--- src/verilog/rlp_pkg.sv ---
// Purpose: Constants for the reset and low-power controller
// Assumes: One system clock; oscillator input sampled as a level
// Notes:   Power-control bits use the low nibble and bit 7 of the register
package rlp_pkg;
  // Reset stretch in oscillator periods (two machine cycles)
  localparam int unsigned RST_OSC_PERIODS = 24;
  // Divided ticks, two oscillator periods each, counted on the clock enable
  localparam int unsigned RST_HALF_TICKS  = RST_OSC_PERIODS / 2;
  localparam int unsigned RST_CNT_W       = 5;

  // Power control register field positions
  localparam int unsigned PWR_IDLE_BIT  = 0;
  localparam int unsigned PWR_DOWN_BIT  = 1;
  localparam int unsigned PWR_FLAG0_BIT = 2;
  localparam int unsigned PWR_FLAG1_BIT = 3;
  localparam int unsigned PWR_BAUD_BIT  = 7;
  localparam logic [7:0]  PWR_RESET     = 8'h00;
  localparam logic [7:0]  PWR_WR_MASK   = 8'h8f;
  // Sync reset levels {select, oscillator, reset pin}; reset pin starts asserted
  localparam logic [2:0]  PIN_SYNC_RST  = 3'h1;

  // Mode states
  typedef enum logic [1:0] {
    RLP_RESET,
    RLP_RUN,
    RLP_IDLE,
    RLP_PDOWN
  } rlp_mode_e;
endpackage

--- src/verilog/rlp_ctrl.sv ---
// Purpose: Reset, idle/power-down and code-protection control
// Assumes: Core gives a write strobe for the power control register
// Notes:   Oscillator stop and core halt are enables; gating is outside
`timescale 1ns/1ps
module rlp_ctrl (
  input  wire logic       clk,
  input  wire logic       nrst,
  input  wire logic       oscillator_input,
  input  wire logic       reset_pin,
  input  wire logic       external_access_select,
  input  wire logic       security_bit,
  input  wire logic       pwr_wr,
  input  wire logic [7:0] pwr_wdata,
  input  wire logic       instr_done,
  input  wire logic       irq_pending,
  input  wire logic       ale_run,
  input  wire logic       prog_strobe_run,
  input  wire logic       code_read_instr,
  input  wire logic       fetch_internal,
  input  wire logic       fetch_external,
  input  wire logic       test_mode,
  output logic            osc_tick,
  output logic            core_reset,
  output logic            core_run,
  output logic            periph_run,
  output logic            osc_enable,
  output logic            ram_retain,
  output logic            sfr_retain,
  output logic [7:0]      power_control_register,
  output logic            address_latch_strobe,
  output logic            program_store_strobe,
  output logic            port0_oe_block,
  output logic            port2_addr_sel,
  output logic            ext_mem_mode,
  output logic            code_read_grant,
  output logic            irom_read_en
);
  logic [2:0]                       pin_s;
  logic                             access_s;
  logic                             osc_s;
  logic                             rst_s;
  logic                             osc_prev_ff;
  logic                             div_ff;
  logic [rlp_pkg::RST_CNT_W-1:0]    rst_cnt_ff;
  logic                             rst_hit;
  logic                             locked_access_ff;
  rlp_pkg::rlp_mode_e               mode_ff;
  rlp_pkg::rlp_mode_e               nxt_mode;

  // Pins cross into clk before anything looks at them
  // Reset pin stage starts high so no false run follows nrst
  rlp_sync #(.W(3), .RST_VAL(rlp_pkg::PIN_SYNC_RST)) u_sync (
    .clk  (clk),
    .nrst (nrst),
    .d    ({external_access_select, oscillator_input, reset_pin}),
    .q    (pin_s)
  );
  assign access_s = pin_s[2];
  assign osc_s    = pin_s[1];
  assign rst_s    = pin_s[0];

  // Divide-by-two: duty cycle of the oscillator is irrelevant
  always_ff @(posedge clk) begin
    if (!nrst) begin
      osc_prev_ff <= 1'b0;
      div_ff      <= 1'b0;
      osc_tick    <= 1'b0;
    end else begin
      osc_prev_ff <= osc_s;
      osc_tick    <= 1'b0;
      if (osc_s && !osc_prev_ff) begin
        div_ff   <= ~div_ff;
        osc_tick <= div_ff;
      end
    end
  end

  // Count divided ticks with the reset pin high; only a running oscillator counts
  always_ff @(posedge clk) begin
    if (!nrst) begin
      rst_cnt_ff <= '0;
    end else if (!rst_s) begin
      rst_cnt_ff <= '0;
    end else if (osc_tick && !rst_hit) begin
      rst_cnt_ff <= rst_cnt_ff + 1'b1;
    end
  end
  assign rst_hit = rst_cnt_ff >= rlp_pkg::RST_CNT_W'(rlp_pkg::RST_HALF_TICKS);

  // Mode sequencing
  always_comb begin
    nxt_mode = mode_ff;
    unique case (mode_ff)
      rlp_pkg::RLP_RESET: begin
        if (!rst_s) begin
          nxt_mode = rlp_pkg::RLP_RUN;
        end
      end
      rlp_pkg::RLP_RUN: begin
        // Request takes effect only after the requesting instruction ends
        if (instr_done && power_control_register[rlp_pkg::PWR_DOWN_BIT]) begin
          nxt_mode = rlp_pkg::RLP_PDOWN;
        end else if (instr_done && power_control_register[rlp_pkg::PWR_IDLE_BIT]) begin
          nxt_mode = rlp_pkg::RLP_IDLE;
        end
      end
      rlp_pkg::RLP_IDLE: begin
        if (irq_pending) begin
          nxt_mode = rlp_pkg::RLP_RUN;
        end
      end
      rlp_pkg::RLP_PDOWN: begin
        nxt_mode = rlp_pkg::RLP_PDOWN;
      end
    endcase
    // Reset overrides every mode
    if (rst_hit) begin
      nxt_mode = rlp_pkg::RLP_RESET;
    end
  end

  always_ff @(posedge clk) begin
    if (!nrst) begin
      mode_ff <= rlp_pkg::RLP_RESET;
    end else begin
      mode_ff <= nxt_mode;
    end
  end

  // Power control register: written in run, idle bit cleared on wake
  always_ff @(posedge clk) begin
    if (!nrst) begin
      power_control_register <= rlp_pkg::PWR_RESET;
    end else if (nxt_mode == rlp_pkg::RLP_RESET) begin
      power_control_register <= rlp_pkg::PWR_RESET;
    end else if (mode_ff == rlp_pkg::RLP_IDLE && nxt_mode == rlp_pkg::RLP_RUN) begin
      power_control_register[rlp_pkg::PWR_IDLE_BIT] <= 1'b0;
    end else if (pwr_wr && mode_ff == rlp_pkg::RLP_RUN) begin
      power_control_register <= pwr_wdata & rlp_pkg::PWR_WR_MASK;
    end
  end

  // Clock and retention enables per mode
  always_ff @(posedge clk) begin
    if (!nrst) begin
      core_reset <= 1'b1;
      core_run   <= 1'b0;
      periph_run <= 1'b0;
      osc_enable <= 1'b1;
      ram_retain <= 1'b0;
      sfr_retain <= 1'b0;
    end else begin
      core_reset <= nxt_mode == rlp_pkg::RLP_RESET;
      core_run   <= nxt_mode == rlp_pkg::RLP_RUN;
      periph_run <= nxt_mode inside {rlp_pkg::RLP_RUN, rlp_pkg::RLP_IDLE};
      osc_enable <= nxt_mode != rlp_pkg::RLP_PDOWN;
      ram_retain <= nxt_mode inside {rlp_pkg::RLP_IDLE, rlp_pkg::RLP_PDOWN};
      sfr_retain <= nxt_mode == rlp_pkg::RLP_IDLE;
    end
  end

  // Access select latched while in reset; ignored afterwards
  always_ff @(posedge clk) begin
    if (!nrst) begin
      locked_access_ff <= 1'b0;
    end else if (mode_ff == rlp_pkg::RLP_RESET) begin
      locked_access_ff <= access_s;
    end
  end

  // Pin states: idle strobes high, power-down low; port 0 floats in both on external memory
  always_ff @(posedge clk) begin
    if (!nrst) begin
      address_latch_strobe <= 1'b1;
      program_store_strobe <= 1'b1;
      port0_oe_block       <= 1'b0;
      port2_addr_sel       <= 1'b0;
      ext_mem_mode         <= 1'b0;
    end else begin
      ext_mem_mode <= locked_access_ff;
      unique case (nxt_mode)
        rlp_pkg::RLP_IDLE: begin
          address_latch_strobe <= 1'b1;
          program_store_strobe <= 1'b1;
          port0_oe_block       <= locked_access_ff;
          port2_addr_sel       <= locked_access_ff;
        end
        rlp_pkg::RLP_PDOWN: begin
          address_latch_strobe <= 1'b0;
          program_store_strobe <= 1'b0;
          port0_oe_block       <= locked_access_ff;
          port2_addr_sel       <= 1'b0;
        end
        rlp_pkg::RLP_RUN: begin
          address_latch_strobe <= ale_run;
          program_store_strobe <= prog_strobe_run;
          port0_oe_block       <= 1'b0;
          port2_addr_sel       <= locked_access_ff;
        end
        rlp_pkg::RLP_RESET: begin
          address_latch_strobe <= 1'b1;
          program_store_strobe <= 1'b1;
          port0_oe_block       <= 1'b0;
          port2_addr_sel       <= 1'b0;
        end
      endcase
    end
  end

  // Source is fixed by the latched select, so a mid-instruction switch cannot
  // reach internal code
  always_ff @(posedge clk) begin
    if (!nrst) begin
      code_read_grant  <= 1'b0;
      irom_read_en     <= 1'b0;
    end else begin
      code_read_grant  <= code_read_instr && !locked_access_ff && !test_mode
                          && !(security_bit && fetch_external);
      irom_read_en     <= !locked_access_ff && !test_mode && !fetch_external
                          && (fetch_internal || (code_read_instr && !security_bit));
    end
  end
endmodule // rlp_ctrl

--- src/verilog/rlp_sync.sv ---
// Purpose: Two-stage synchroniser for pin levels
// Assumes: Inputs are asynchronous to clk
// Notes:   First stage is read only by the second stage
`timescale 1ns/1ps
module rlp_sync #(
  parameter int unsigned  W       = 1,
  parameter logic [W-1:0] RST_VAL = '0
) (
  input  wire logic         clk,
  input  wire logic         nrst,
  input  wire logic [W-1:0] d,
  output logic      [W-1:0] q
);
  logic [W-1:0] meta_ff;

  // Two flops, loaded with each pin's safe level by reset
  always_ff @(posedge clk) begin
    if (!nrst) begin
      meta_ff <= RST_VAL;
      q       <= RST_VAL;
    end else begin
      meta_ff <= d;
      q       <= meta_ff;
    end
  end
endmodule // rlp_sync

--- config.mk ---
export PLATFORM = sky130hd
export DESIGN_NAME = rlp_ctrl
export DESIGN_NICKNAME = d
export VERILOG_FILES = /design/src/verilog/rlp_pkg.sv /design/src/verilog/rlp_ctrl.sv /design/src/verilog/rlp_sync.sv
export SDC_FILE = /design/constraint.sdc
export NUM_CORES = 1
export LEC_CHECK = 0
export BUFFER_PORTS_ARGS = -buffer_cell sky130_fd_sc_hd__clkbuf_2
export CAP_MARGIN = 20
export CORE_ASPECT_RATIO = 1.2
export CORE_MARGIN = 1
export CORE_UTILIZATION = 45
export CTS_BUF_LIST = sky130_fd_sc_hd__clkbuf_16
export CTS_CLUSTER_SIZE = 24
export DETAILED_ROUTE_END_ITERATION = 10
export PLACE_DENSITY = 0.72
export SYNTH_ARGS = -nofsm -noshare
export SYNTH_HDL_FRONTEND = slang
export SYNTH_HIERARCHICAL = 1
export SYNTH_SLANG_ARGS = --single-unit
export TNS_END_PERCENT = 100
--- constraint.sdc ---
create_clock -name clk -period 1.9 [get_ports clk]
set_input_delay 0.19 -clock clk [delete_from_list [all_inputs] [get_ports clk]]
set_output_delay 0.19 -clock clk [all_outputs]
set_load 0.005 [all_outputs]
==> results by group, run 1 <==
Status
  – Status: finished clean

Clock network
  – Clock sink count: 35
  – CTS Root Cell: clkbuf_16
  – CTS tree: done
  – Clk buf depth: 2
  – Worst-path clk slew: 0.05 ns
  – Setup Buffers After CTS: 0
  – PostCTS Resize Cnt: 0
  – Worst skew pair latency: 0.27 ns
  – # hold bufs at CTS: 0
  – H-tree levels: 2
  – Cts bufs inserted: 5

Drt
  – DRT iter0 DRCs: 21
  – # DRC: 0
  – Via/cell ratio: 5.06
  – WL final: 2.56 mm
  – Antenna Nets Post-Route: 0
  – First-pass DRT Iterations: 4
  – Via count: 1088
  – Average wire per standard cell: 11.9 microns

Critical path
  – Worst path bufs/invs: 1
  – Critical path, cell by cell: a211o_2 > nor3_1 > nor2_1 > ha_1 > nand2b_1 > buf_4 > nor2_1
  – Critical Path End Type: register
  – CP Max Fanout: 5
  – Worst Reg-to-Reg Cells: 7
  – FF-to-FF Start: rst_cnt_ff[3]
  – Critical path's slowest cell: dfxtp_1
  – Most frequent CP cell: nor2_1
  – CP delay by family, top: simple AND/OR/NAND/NOR gates
  – WS Path Type: reg -> reg
  – WP data required: 2.11 ns
  – RR Endpoint: power_control_register[3]
  – Flop2flop setup slack: 0.17 ns
  – Max incr delay on CP: 0.37 ns
  – CP startpoint kind: register
  – Critical path data arrival time: 1.94 ns

STA
  – RSZ-0062 raised after global routing: false
  – Clock skew: 0.00344 ns
  – Final setup margin: 0.168 ns
  – Final hold violations: 0
  – Final TNS setup: 0 ns
  – Pins over their slew limit: 0
  – Period utilization: 0.911
  – Final setup violation count: 0
  – Final min period: 1.73 ns
  – Max Freq: 577 MHz

Yosys
  – Mapped Avg Cell Area: 10.4 sq um
  – Top post-synthesis cells by area: dfxtp_1 (51%), ha_1 (6.4%), and2_1 (3.7%), mux2i_1 (3.7%), nor2_1 (3.6%)
  – Synth cell types: 35
  – Synthesized instance count: 132
  – YS warnings: 6
  – Yosys reg bits: 35
  – Leading area contributor after synthesis: dfxtp_1
  – Seq/Total Area, Yosys: 0.512
  – Post-synth top area share: 0.512
  – Cell Area, Synth: 1370 sq um

Final layout
  – Layout cell share with drive strength beyond 1: 0.320
  – # diodes: 0
  – Fill cells: 259
  – Nets@finish: 210
  – Syn-to-layout area delta: 28.8%

Floorplanning
  – Die width: 52.3 microns
  – IO Count: 45
  – Row count: 21
  – Die height: 62.4 microns
  – Die Footprint: 3260 sq um
  – Starting density of the core: 0.482
  – Core ar.: 2840 sq um

Place
  – Port Buf Inserts: 38
  – Worst slack, placed: 0.0841 ns
  – HPWL after detailed placement: 1.98 mm
  – GPL Wtd Cong: 0.822

Flow run
  – Maxcap violations: 0

Power and ir drop
  – Sw frac: 0.199
  – Pint: 0.00128 W
  – Cell Pwr Density: 905 nW/um^2
  – Peak VDD IR: 0.000765 V
  – Clk pwr share: 0.461
  – Switching pwr: 0.000318 W
  – P_leak: 0.885 nW
  – Sequential share of power: 0.478
  – Comb power frac: 0.061

Global route
  – Number of global-route vias before repair: 1088
  – First-pass GRT wire length: 4.24 mm
  – Antenna violations before repair: 0
  – Largest net degree at the start of global routing: 19
  – Overall Global Routing Usage: 0.175
  – Total global routing overflow: 0

Hold path
  – Hold EP: u_sync/meta_ff[0]
  – Depth of the worst hold-timing path: 2
  – HP Start: reset_pin
  – Hold crit path type: in -> reg
state kept, by name, indices dropped and copies added, names as in the netlist:
name,flops
ram_retain,1
osc_tick,1
sfr_retain,1
osc_prev_ff,1
rst_cnt_ff,5
program_store_strobe,1
u_sync/q,3
u_sync/meta_ff,3
code_read_grant,1
mode_ff,2
osc_enable,1
address_latch_strobe,1
port2_addr_sel,1
port0_oe_block,1
ext_mem_mode,1
core_reset,1
core_run,1
periph_run,1
locked_access_ff,1
div_ff,1
irom_read_en,1
power_control_register,5
cells by family after synthesis:
| family | after synthesis | share of synthesized area |
|---|---|---|
| simple gates | 50 | 0.214 |
| flops | 35 | 0.512 |
| compound gates | 22 | 0.124 |
| buf+inv | 11 | 0.0393 |
| fa+ha+maj | 7 | 0.0640 |
| mux | 5 | 0.0366 |
| other cells | 1 | 0.00274 |
| xor+xnor | 1 | 0.00641 |
metrics by stage:
stage | cells | area [sq um] | power [W] | hold WS [ns] | utilization
5_1_grt | 215 | 1760 | 0.00166 | 0.106 | 0.621
3_5_place_dp | 207 | 1620 | 0.000874 | 0.373 | 0.570
6_report | 215 | 1760 | 0.00159 | 0.0936 | 0.621
4_1_cts | 215 | 1760 | 0.00162 | 0.0879 | 0.619
2_1_floorplan | 134 | 1380 | 0.000831 | 0.263 | -
3_3_place_gp | 207 | 1620 | 0.000870 | 0.371 | 0.570
layout by cell type, fill, tap and decap left out, types with 3 or more instances in the layout:
cell       synthesis  routed
o21ai_0            3       3
buf_4              3       5
dfxtp_1           35      34
nand3_1            3       3
clkbuf_2           0      38
a21oi_1            6       6
nor4_1             3       3
ha_1               7       7
conb_1             1       3
and2_1             8       8
clkbuf_16          0       5
nor2b_1            4       4
inv_1              6       8
nor2_1            13      13
nand2_1            7       7
nand2b_1           3       3
mux2i_1            5       5
synthesized netlist by cell type:
cell	number
xnor2_1	1
nor4_1	3
nand3b_4	1
o21a_1	2
mux2i_1	5
o221ai_1	1
a2111oi_4	1
clkinv_1	1
inv_1	6
and2b_1	1
a41o_2	1
a211o_2	1
nor3_1	2
and2_1	8
o21bai_1	1
o21ai_0	3
nand3_1	3
nand2_1	7
nor2b_1	4
nand2b_1	3
dfxtp_1	35
and3_1	2
nor4bb_4	1
ha_1	7
a21o_2	1
nand3b_1	1
o31ai_1	2
buf_2	1
a21oi_1	6
a311oi_1	1
and3_2	1
conb_1	1
buf_4	3
a31oi_1	2
nor2_1	13
worst max-delay path by stage:
stage	startpoint	endpoint	slack, ns	cells after the start
final	rst_cnt_ff[3]	power_control_register[3]	0.17	7
after global routing	rst_cnt_ff[3]	power_control_register[3]	0.006	7
after CTS	mode_ff[1]	address_latch_strobe	0.06	7
after detailed placement	mode_ff[1]	address_latch_strobe	0.08	7
after global placement	mode_ff[1]	address_latch_strobe	0.14	7
after floorplan	rst_cnt_ff[3]	power_control_register[0]	0.20	6
final cells by class:
cell class                      count  area, sq um  area share
Clock buffer                        5          125      0.0710
Clock inverter                      3         12.5     0.00710
Inverter                            7         26.3      0.0149
Multi-Input combinational cell     88          626       0.355
Sequential cell                    35          702       0.398
Tap cell                           34         42.5      0.0241
Timing Repair Buffer               43          228       0.129
routing by layer:
| layer | vias up | part of all wire | GRT usage |
|---|---|---|---|
| met2 | 36 | 0.53 | 0.297 |
| met1 | 504 | 0.39 | 0.178 |
| li1 | 542 | - | - |
| met3 | 6 | 0.065 | 0.0706 |
| met5 | - | 0 | 0 |
| met4 | 0 | 0.020 | 0.0888 |
power groups by stage:
stage / Combinational, W / Clock, W / Sequential [W]
after floorplan: 0.0000542 / 0 / 0.000777
after global placement: 0.0000950 / 0 / 0.000775
after detailed placement: 0.0000973 / 0 / 0.000776
after CTS: 0.0000982 / 0.000756 / 0.000761
after global routing: 0.000110 / 0.000788 / 0.000762
final: 0.0000976 / 0.000734 / 0.000762
(Power assumes the default switching activity.)
==> inputs of run 2 (changes only) <==
Clock period 1.9 ns to 1.77 ns, I/O delays scaled along.
==> run 2 against run 1 <==
  * Sequential share of layout area shrank 1.7 points
  * Global-route usage grew 0.57 points
  * First-iteration DRC count grew 90%
  * Sequential power grew 7.2%
  * Clock power grew 30%
  * Register-to-register slack lost 0.11 ns
  * Design area grew 4.5%
  * Combinational power grew 15%
  * Worst hold slack lost 0.010 ns
  * Via count grew 1.8%
  * Final cell count grew 1.9%
  * Critical endpoint is now power_control_register[0]
  * Largest cell class unchanged
  * Largest power group is now the clock network
==> results by group, run 2 (synthesis results as in run 1) <==
Status
  – Status: finished clean (unchanged)

Drt
  – # DRC: 0 (unchanged)
  – Via/cell ratio: 5.06 (about the same)
  – First-pass DRT Iterations: 4 (unchanged)
  – Average wire per standard cell: 12.7 microns (was 11.9 microns)
  – DRT iter0 DRCs: 40 (was 21)
  – Antenna Nets Post-Route: 0 (unchanged)
  – Via count: 1108 (was 1088)
  – WL final: 2.79 mm (was 2.56 mm)

STA
  – Final min period: 1.71 ns (was 1.73 ns)
  – RSZ-0062 raised after global routing: true (was false)
  – Final hold violations: 0 (unchanged)
  – Final setup violation count: 0 (unchanged)
  – Period utilization: 0.966 (was 0.911)
  – Max Freq: 585 MHz (was 577 MHz)
  – Clock skew: 0.00449 ns (was 0.00344 ns)
  – Pins over their slew limit: 0 (unchanged)

Power and ir drop
  – P_leak: 0.916 nW (was 0.885 nW)
  – Sw frac: 0.192 (was 0.199)
  – Peak VDD IR: 0.000797 V (was 0.000765 V)
  – Pint: 0.00152 W (was 0.00128 W)
  – Switching pwr: 0.000362 W (was 0.000318 W)
  – Sequential share of power: 0.434 (was 0.478)
  – Cell Pwr Density: 1020 nW/um^2 (was 905 nW/um^2)
  – Clk pwr share: 0.507 (was 0.461)
  – Comb power frac: 0.059 (was 0.061)

Clock network
  – Worst-path clk slew: 0.05 ns (about the same)
  – CTS tree: done (unchanged)
  – Worst skew pair latency: 0.27 ns (about the same)
  – H-tree levels: 2 (unchanged)
  – # hold bufs at CTS: 0 (unchanged)
  – CTS Root Cell: clkbuf_16 (unchanged)
  – Clock sink count: 35 (unchanged)
  – Clk buf depth: 2 (unchanged)
  – Cts bufs inserted: 5 (unchanged)

Final layout
  – Final Cell Area: 1840 sq um (was 1760 sq um)
  – Syn-to-layout area delta: 34.7% (was 28.8%)
  – Most frequent cells in the layout: clkbuf_2 (38), dfxtp_1 (33), nor2_1 (12) (was clkbuf_2 (38), dfxtp_1 (34), nor2_1 (13))
  – Fill cells: 216 (was 259)
  – Core Util, Final: 0.649 (was 0.621)
  – Regs by FF count: power_control_register: 5 flops, rst_cnt_ff: 5 flops (unchanged)
  – Nets@finish: 214 (was 210)
  – # diodes: 0 (unchanged)
  – Most common cell after layout, fill and taps aside: clkbuf_2 (unchanged)
  – Layout cell share with drive strength beyond 1: 0.373 (was 0.320)

Floorplanning
  – Core ar.: 2840 sq um (unchanged)
  – Die width: 52.3 microns (unchanged)
  – IO Count: 45 (unchanged)
  – Die Footprint: 3260 sq um (unchanged)
  – Die height: 62.4 microns (unchanged)
  – Row count: 21 (unchanged)
  – Starting density of the core: 0.482 (unchanged)

Global route
  – First-pass GRT wire length: 4.35 mm (was 4.24 mm)
  – Total global routing overflow: 0 (unchanged)
  – Antenna violations before repair: 0 (unchanged)
  – Number of global-route vias before repair: 1046 (was 1088)
  – Largest net degree at the start of global routing: 12 (was 19)
  – Overall Global Routing Usage: 0.181 (was 0.175)

Critical path
  – Worst Reg-to-Reg Cells: 6 (was 7)
  – WS Path Type: reg -> reg (unchanged)
  – Critical Path End Type: register (unchanged)
  – WP data required: 1.95 ns (was 2.11 ns)
  – Critical path data arrival time: 1.89 ns (was 1.94 ns)
  – CP Max Fanout: 5 (unchanged)
  – CP startpoint kind: register (unchanged)

Hold path
  – Depth of the worst hold-timing path: 2 (unchanged)
  – Hold crit path type: in -> reg (unchanged)

Place
  – Port Buf Inserts: 38 (unchanged)
  – GPL Wtd Cong: 0.861 (was 0.822)
  – Cell Area, Placed: 1640 sq um (was 1620 sq um)
  – HPWL after detailed placement: 2.03 mm (was 1.98 mm)

Flow run
  – Maxcap violations: 0 (unchanged)
run 2: metal layers:
metal | track usage | share of wire
met3 | 0.0462 | 0.046
met4 | 0.0987 | 0.024
met1 | 0.190 | 0.41
met2 | 0.315 | 0.52
met5 | 0 | 0
run 2: area by class of cell:
type	count	area (sq um)	area share
Inverter	7	26.3	0.0143
Clock buffer	5	125	0.0679
Tap cell	34	42.5	0.0231
Sequential cell	35	703	0.382
Clock inverter	3	38.8	0.0211
Timing Repair Buffer	47	258	0.140
Multi-Input combinational cell	88	648	0.352
run 2: what timing repair did:
item                       4_1_cts  5_1_grt
pin swaps                        0        4
setup endpoints to repair        2        8
gates resized for setup          1        7
setup buffers                    0        1
gates cloned                     0        0
run 2: critical path: stages, from the launching register on:
cell      delay (ns)
dfxtp_2         0.35
nor4bb_4        0.40
and2_4          0.22
nor3_2          0.06
ha_1            0.18
buf_4           0.14
a311oi_2        0.26
run 2: through the flow:
step	TNS, ns	instances	total power (W)	setup slack (ns)	hold WS, ns
after floorplan	0	134	0.000892	0.0727	0.250
after global placement	0	210	0.000938	0.0681	0.358
after detailed placement	0	210	0.000942	0.0268	0.366
after CTS	0	218	0.00190	0.0129	0.0786
after global routing	-0.139	219	0.00195	-0.0462	0.0940
final	0	219	0.00188	0.0593	0.0832
run 2: power by group through the flow:
stage                     clock [W]  sequential (W)  combinational [W]
after floorplan                   0        0.000834          0.0000582
after global placement            0        0.000832           0.000105
after detailed placement          0        0.000834           0.000108
after CTS                  0.000971        0.000817           0.000111
after global routing        0.00100        0.000819           0.000126
final                      0.000954        0.000817           0.000112
run 2: path summary, 6_finish.rpt:
kind	start	to	slack, ns
min reg2reg	u_sync/meta_ff[0]	u_sync/q[0]	0.41
max	mode_ff[1]	power_control_register[0]	0.06
max reg2reg	mode_ff[1]	power_control_register[0]	0.06
min	test_mode	code_read_grant	0.08
==> inputs of run 3 (changes only) <==
Settings changed: PLACE_DENSITY 0.72 to 0.73, SYNTH_HIERARCHICAL 1 to unset.
==> run 3 against run 2 <==
  * First-iteration DRC count down 20%
  * Highest routed layer unchanged
  * Worst hold slack improved by 0.0033 ns
  * Design area rose by 2.1%
  * Global-route usage up 0.12 points
  * Synthesized area fell by 1.4%
  * Power is 7.4% lower
  * Wire length unchanged
  * Largest power group is now sequential cells
  * Sequential share of layout area down 0.65 points
==> results by group, run 3 <==
Status
  – Status: finished clean (unchanged)

STA
  – Final setup margin: 0.0640 ns (was 0.0593 ns)
  – Final setup violation count: 0 (unchanged)
  – Period utilization: 0.964 (was 0.966)
  – Final hold violations: 0 (unchanged)
  – Clock skew: 0.00469 ns (was 0.00449 ns)
  – Final TNS setup: 0 ns (unchanged)
  – Pins over their slew limit: 0 (unchanged)
  – Max Freq: 586 MHz (was 585 MHz)
  – Final min period: 1.71 ns (about the same)

Place
  – GPL Wtd Cong: 0.789 (was 0.861)
  – Cell Area, Placed: 1640 sq um (about the same)
  – HPWL after detailed placement: 1.93 mm (was 2.03 mm)
  – Port Buf Inserts: 38 (unchanged)
  – Worst slack, placed: -0.00222 ns (was 0.0268 ns)

Critical path
  – CP delay by family, top: compound AO/OA/AOI/OAI gates (was simple AND/OR/NAND/NOR gates)
  – Critical path, cell by cell: a211o_1 > a211oi_4 > or2_4 > ha_4 > nor2b_4 > nand2_1 > o311ai_1 (was nor4bb_4 > and2_4 > nor3_2 > ha_1 > buf_4 > a311oi_2)
  – CP startpoint kind: register (unchanged)
  – WP data required: 1.95 ns (about the same)
  – CP Max Fanout: 5 (unchanged)
  – WS Path Type: reg -> reg (unchanged)
  – Critical path data arrival time: 1.88 ns (was 1.89 ns)
  – Critical Path End Type: register (unchanged)
  – Critical path's slowest cell: dfxtp_2 (was nor4bb_4)
  – Max incr delay on CP: 0.33 ns (was 0.40 ns)
  – Worst path bufs/invs: 0 (was 1)

Yosys
  – Synthesized instance count: 130 (was 132)
  – Most common cell in the netlist: dfxtp_1 (unchanged)
  – Top post-synthesis cells by area: dfxtp_1 (52%), ha_1 (6.5%), and2_1 (4.2%), mux2i_1 (3.7%), nor2_1 (2.5%) (was dfxtp_1 (51%), ha_1 (6.4%), and2_1 (3.7%), mux2i_1 (3.7%), nor2_1 (3.6%))
  – Post-synth EDFFs: 0 (unchanged)
  – YS warnings: 0 (was 6)
  – Top FF cell, synth: dfxtp_1 (unchanged)
  – Seq/Total Area, Yosys: 0.519 (was 0.512)
  – Post-synth top area share: 0.519 (was 0.512)
  – Cell Area, Synth: 1350 sq um (was 1370 sq um)
  – Leading area contributor after synthesis: dfxtp_1 (unchanged)
  – Commonest cells in the netlist: dfxtp_1 (35), and2_1 (9), nor2_1 (9) (was dfxtp_1 (35), nor2_1 (13), and2_1 (8))
  – Mapped Avg Cell Area: 10.4 sq um (about the same)
  – Async set-reset flop share out of synthesis: 0 (unchanged)
  – Yosys reg bits: 35 (unchanged)
  – Synth cell types: 37 (was 35)

Drt
  – Antenna Nets Post-Route: 0 (unchanged)
  – WL final: 2.79 mm (unchanged)
  – Average wire per standard cell: 12.5 microns (was 12.7 microns)
  – Via count: 1098 (was 1108)
  – First-pass DRT Iterations: 4 (unchanged)
  – # DRC: 0 (unchanged)
  – DRT iter0 DRCs: 32 (was 40)
  – Via/cell ratio: 4.92 (was 5.06)

Global route
  – Number of global-route vias before repair: 1003 (was 1046)
  – Largest net degree at the start of global routing: 26 (was 12)
  – Antenna violations before repair: 0 (unchanged)
  – First-pass GRT wire length: 4.13 mm (was 4.35 mm)
  – Overall Global Routing Usage: 0.182 (was 0.181)
  – Total global routing overflow: 0 (unchanged)

Floorplanning
  – Die Footprint: 3220 sq um (was 3260 sq um)
  – IO Count: 45 (unchanged)
  – Die height: 62.0 microns (was 62.4 microns)
  – Die width: 52.0 microns (was 52.3 microns)
  – Core ar.: 2810 sq um (was 2840 sq um)
  – Row count: 21 (unchanged)
  – Starting density of the core: 0.480 (was 0.482)

Final layout
  – Most common cell after layout, fill and taps aside: clkbuf_2 (unchanged)
  – Nets@finish: 218 (was 214)
  – Fill cells: 227 (was 216)
  – Layout cell share with drive strength beyond 1: 0.402 (was 0.373)
  – Core Util, Final: 0.669 (was 0.649)
  – # diodes: 0 (unchanged)
  – Final Cell Area: 1880 sq um (was 1840 sq um)
  – Regs by FF count: power_control_register: 5 flops, rst_cnt_ff: 5 flops (unchanged)
  – Most frequent cells in the layout: clkbuf_2 (38), dfxtp_1 (31), buf_4 (15) (was clkbuf_2 (38), dfxtp_1 (33), nor2_1 (12))
  – Syn-to-layout area delta: 39.4% (was 34.7%)

Flow run
  – Maxcap violations: 0 (unchanged)

Clock network
  – H-tree levels: 2 (unchanged)
  – Clock sink count: 35 (unchanged)
  – Worst-path clk slew: 0.05 ns (about the same)
  – Clk buf depth: 2 (unchanged)
  – CTS Root Cell: clkbuf_16 (unchanged)
  – Cts bufs inserted: 5 (unchanged)
  – CTS tree: done (unchanged)
  – Worst skew pair latency: 0.27 ns (about the same)

Hold path
  – Hold crit path type: in -> reg (unchanged)

Power and ir drop
  – Cell Pwr Density: 927 nW/um^2 (was 1020 nW/um^2)
  – P_leak: 0.932 nW (was 0.916 nW)
  – Peak VDD IR: 0.000819 V (was 0.000797 V)
-- run 3: layer usage --
layer / up-vias / track usage / routed length (microns)
met1: 509 / 0.194 / 1140
li1: 554 / - / -
met4: 0 / 0.0927 / 53
met2: 31 / 0.315 / 1450
met3: 4 / 0.0706 / 137
met5: - / 0 / 0
-- run 3: cell families after synthesis --
| logic type | count (synthesis) | share of synthesized area |
|---|---|---|
| adder cells (fa/ha/maj) | 7 | 0.0649 |
| AO/OA/AOI/OAI | 21 | 0.132 |
| multiplexers | 5 | 0.0371 |
| AND/OR/NAND/NOR | 47 | 0.193 |
| buffers and inverters | 13 | 0.0445 |
| flip-flops | 35 | 0.519 |
| other | 1 | 0.00278 |
| XOR/XNOR | 1 | 0.00649 |
-- run 3: final timing paths --
path	startpoint	to	slack, ns	cells past startpoint
max	rst_cnt_ff[3]	address_latch_strobe	0.06	7
min	fetch_external	irom_read_en	0.09	2
max reg2reg	rst_cnt_ff[3]	address_latch_strobe	0.06	7
min reg2reg	u_sync.meta_ff[0]	u_sync.q[0]	0.42	1
-- run 3: through the flow --
step	power (W)	instances	hold WS, ns
after floorplan	0.000889	132	0.250
after global placement	0.000932	210	0.358
after detailed placement	0.000937	210	0.364
after CTS	0.00175	221	0.0722
after global routing	0.00181	223	0.0975
final	0.00174	223	0.0865
-- run 3: what timing repair did --
action / CTS / global route
pin swaps: 5 / 4
endpoints found under the setup margin: 6 / 14
gates resized for setup: 7 / 9
hold endpoints to repair: 0 / 0
buffers inserted: 3 / 2
hold buffers: 0 / 0
-- run 3: layout make-up --
| type | count | area [sq um] | area share |
|---|---|---|---|
| well taps | 34 | 42.5 | 0.0226 |
| flip-flops and latches | 35 | 706 | 0.375 |
| inverters | 8 | 30.0 | 0.0160 |
| repair buffers | 54 | 314 | 0.167 |
| clock buffers | 5 | 125 | 0.0665 |
| clock inverters | 3 | 12.5 | 0.00665 |
| multi-input cells | 84 | 651 | 0.346 |
-- run 3: where the power goes --
part           leakage (nW)  internal [W]  switching [W]  total, W
combinational         0.569     0.0000717      0.0000570  0.000129
clock                0.0762      0.000507       0.000290  0.000796
sequential            0.287      0.000809     0.00000913  0.000818
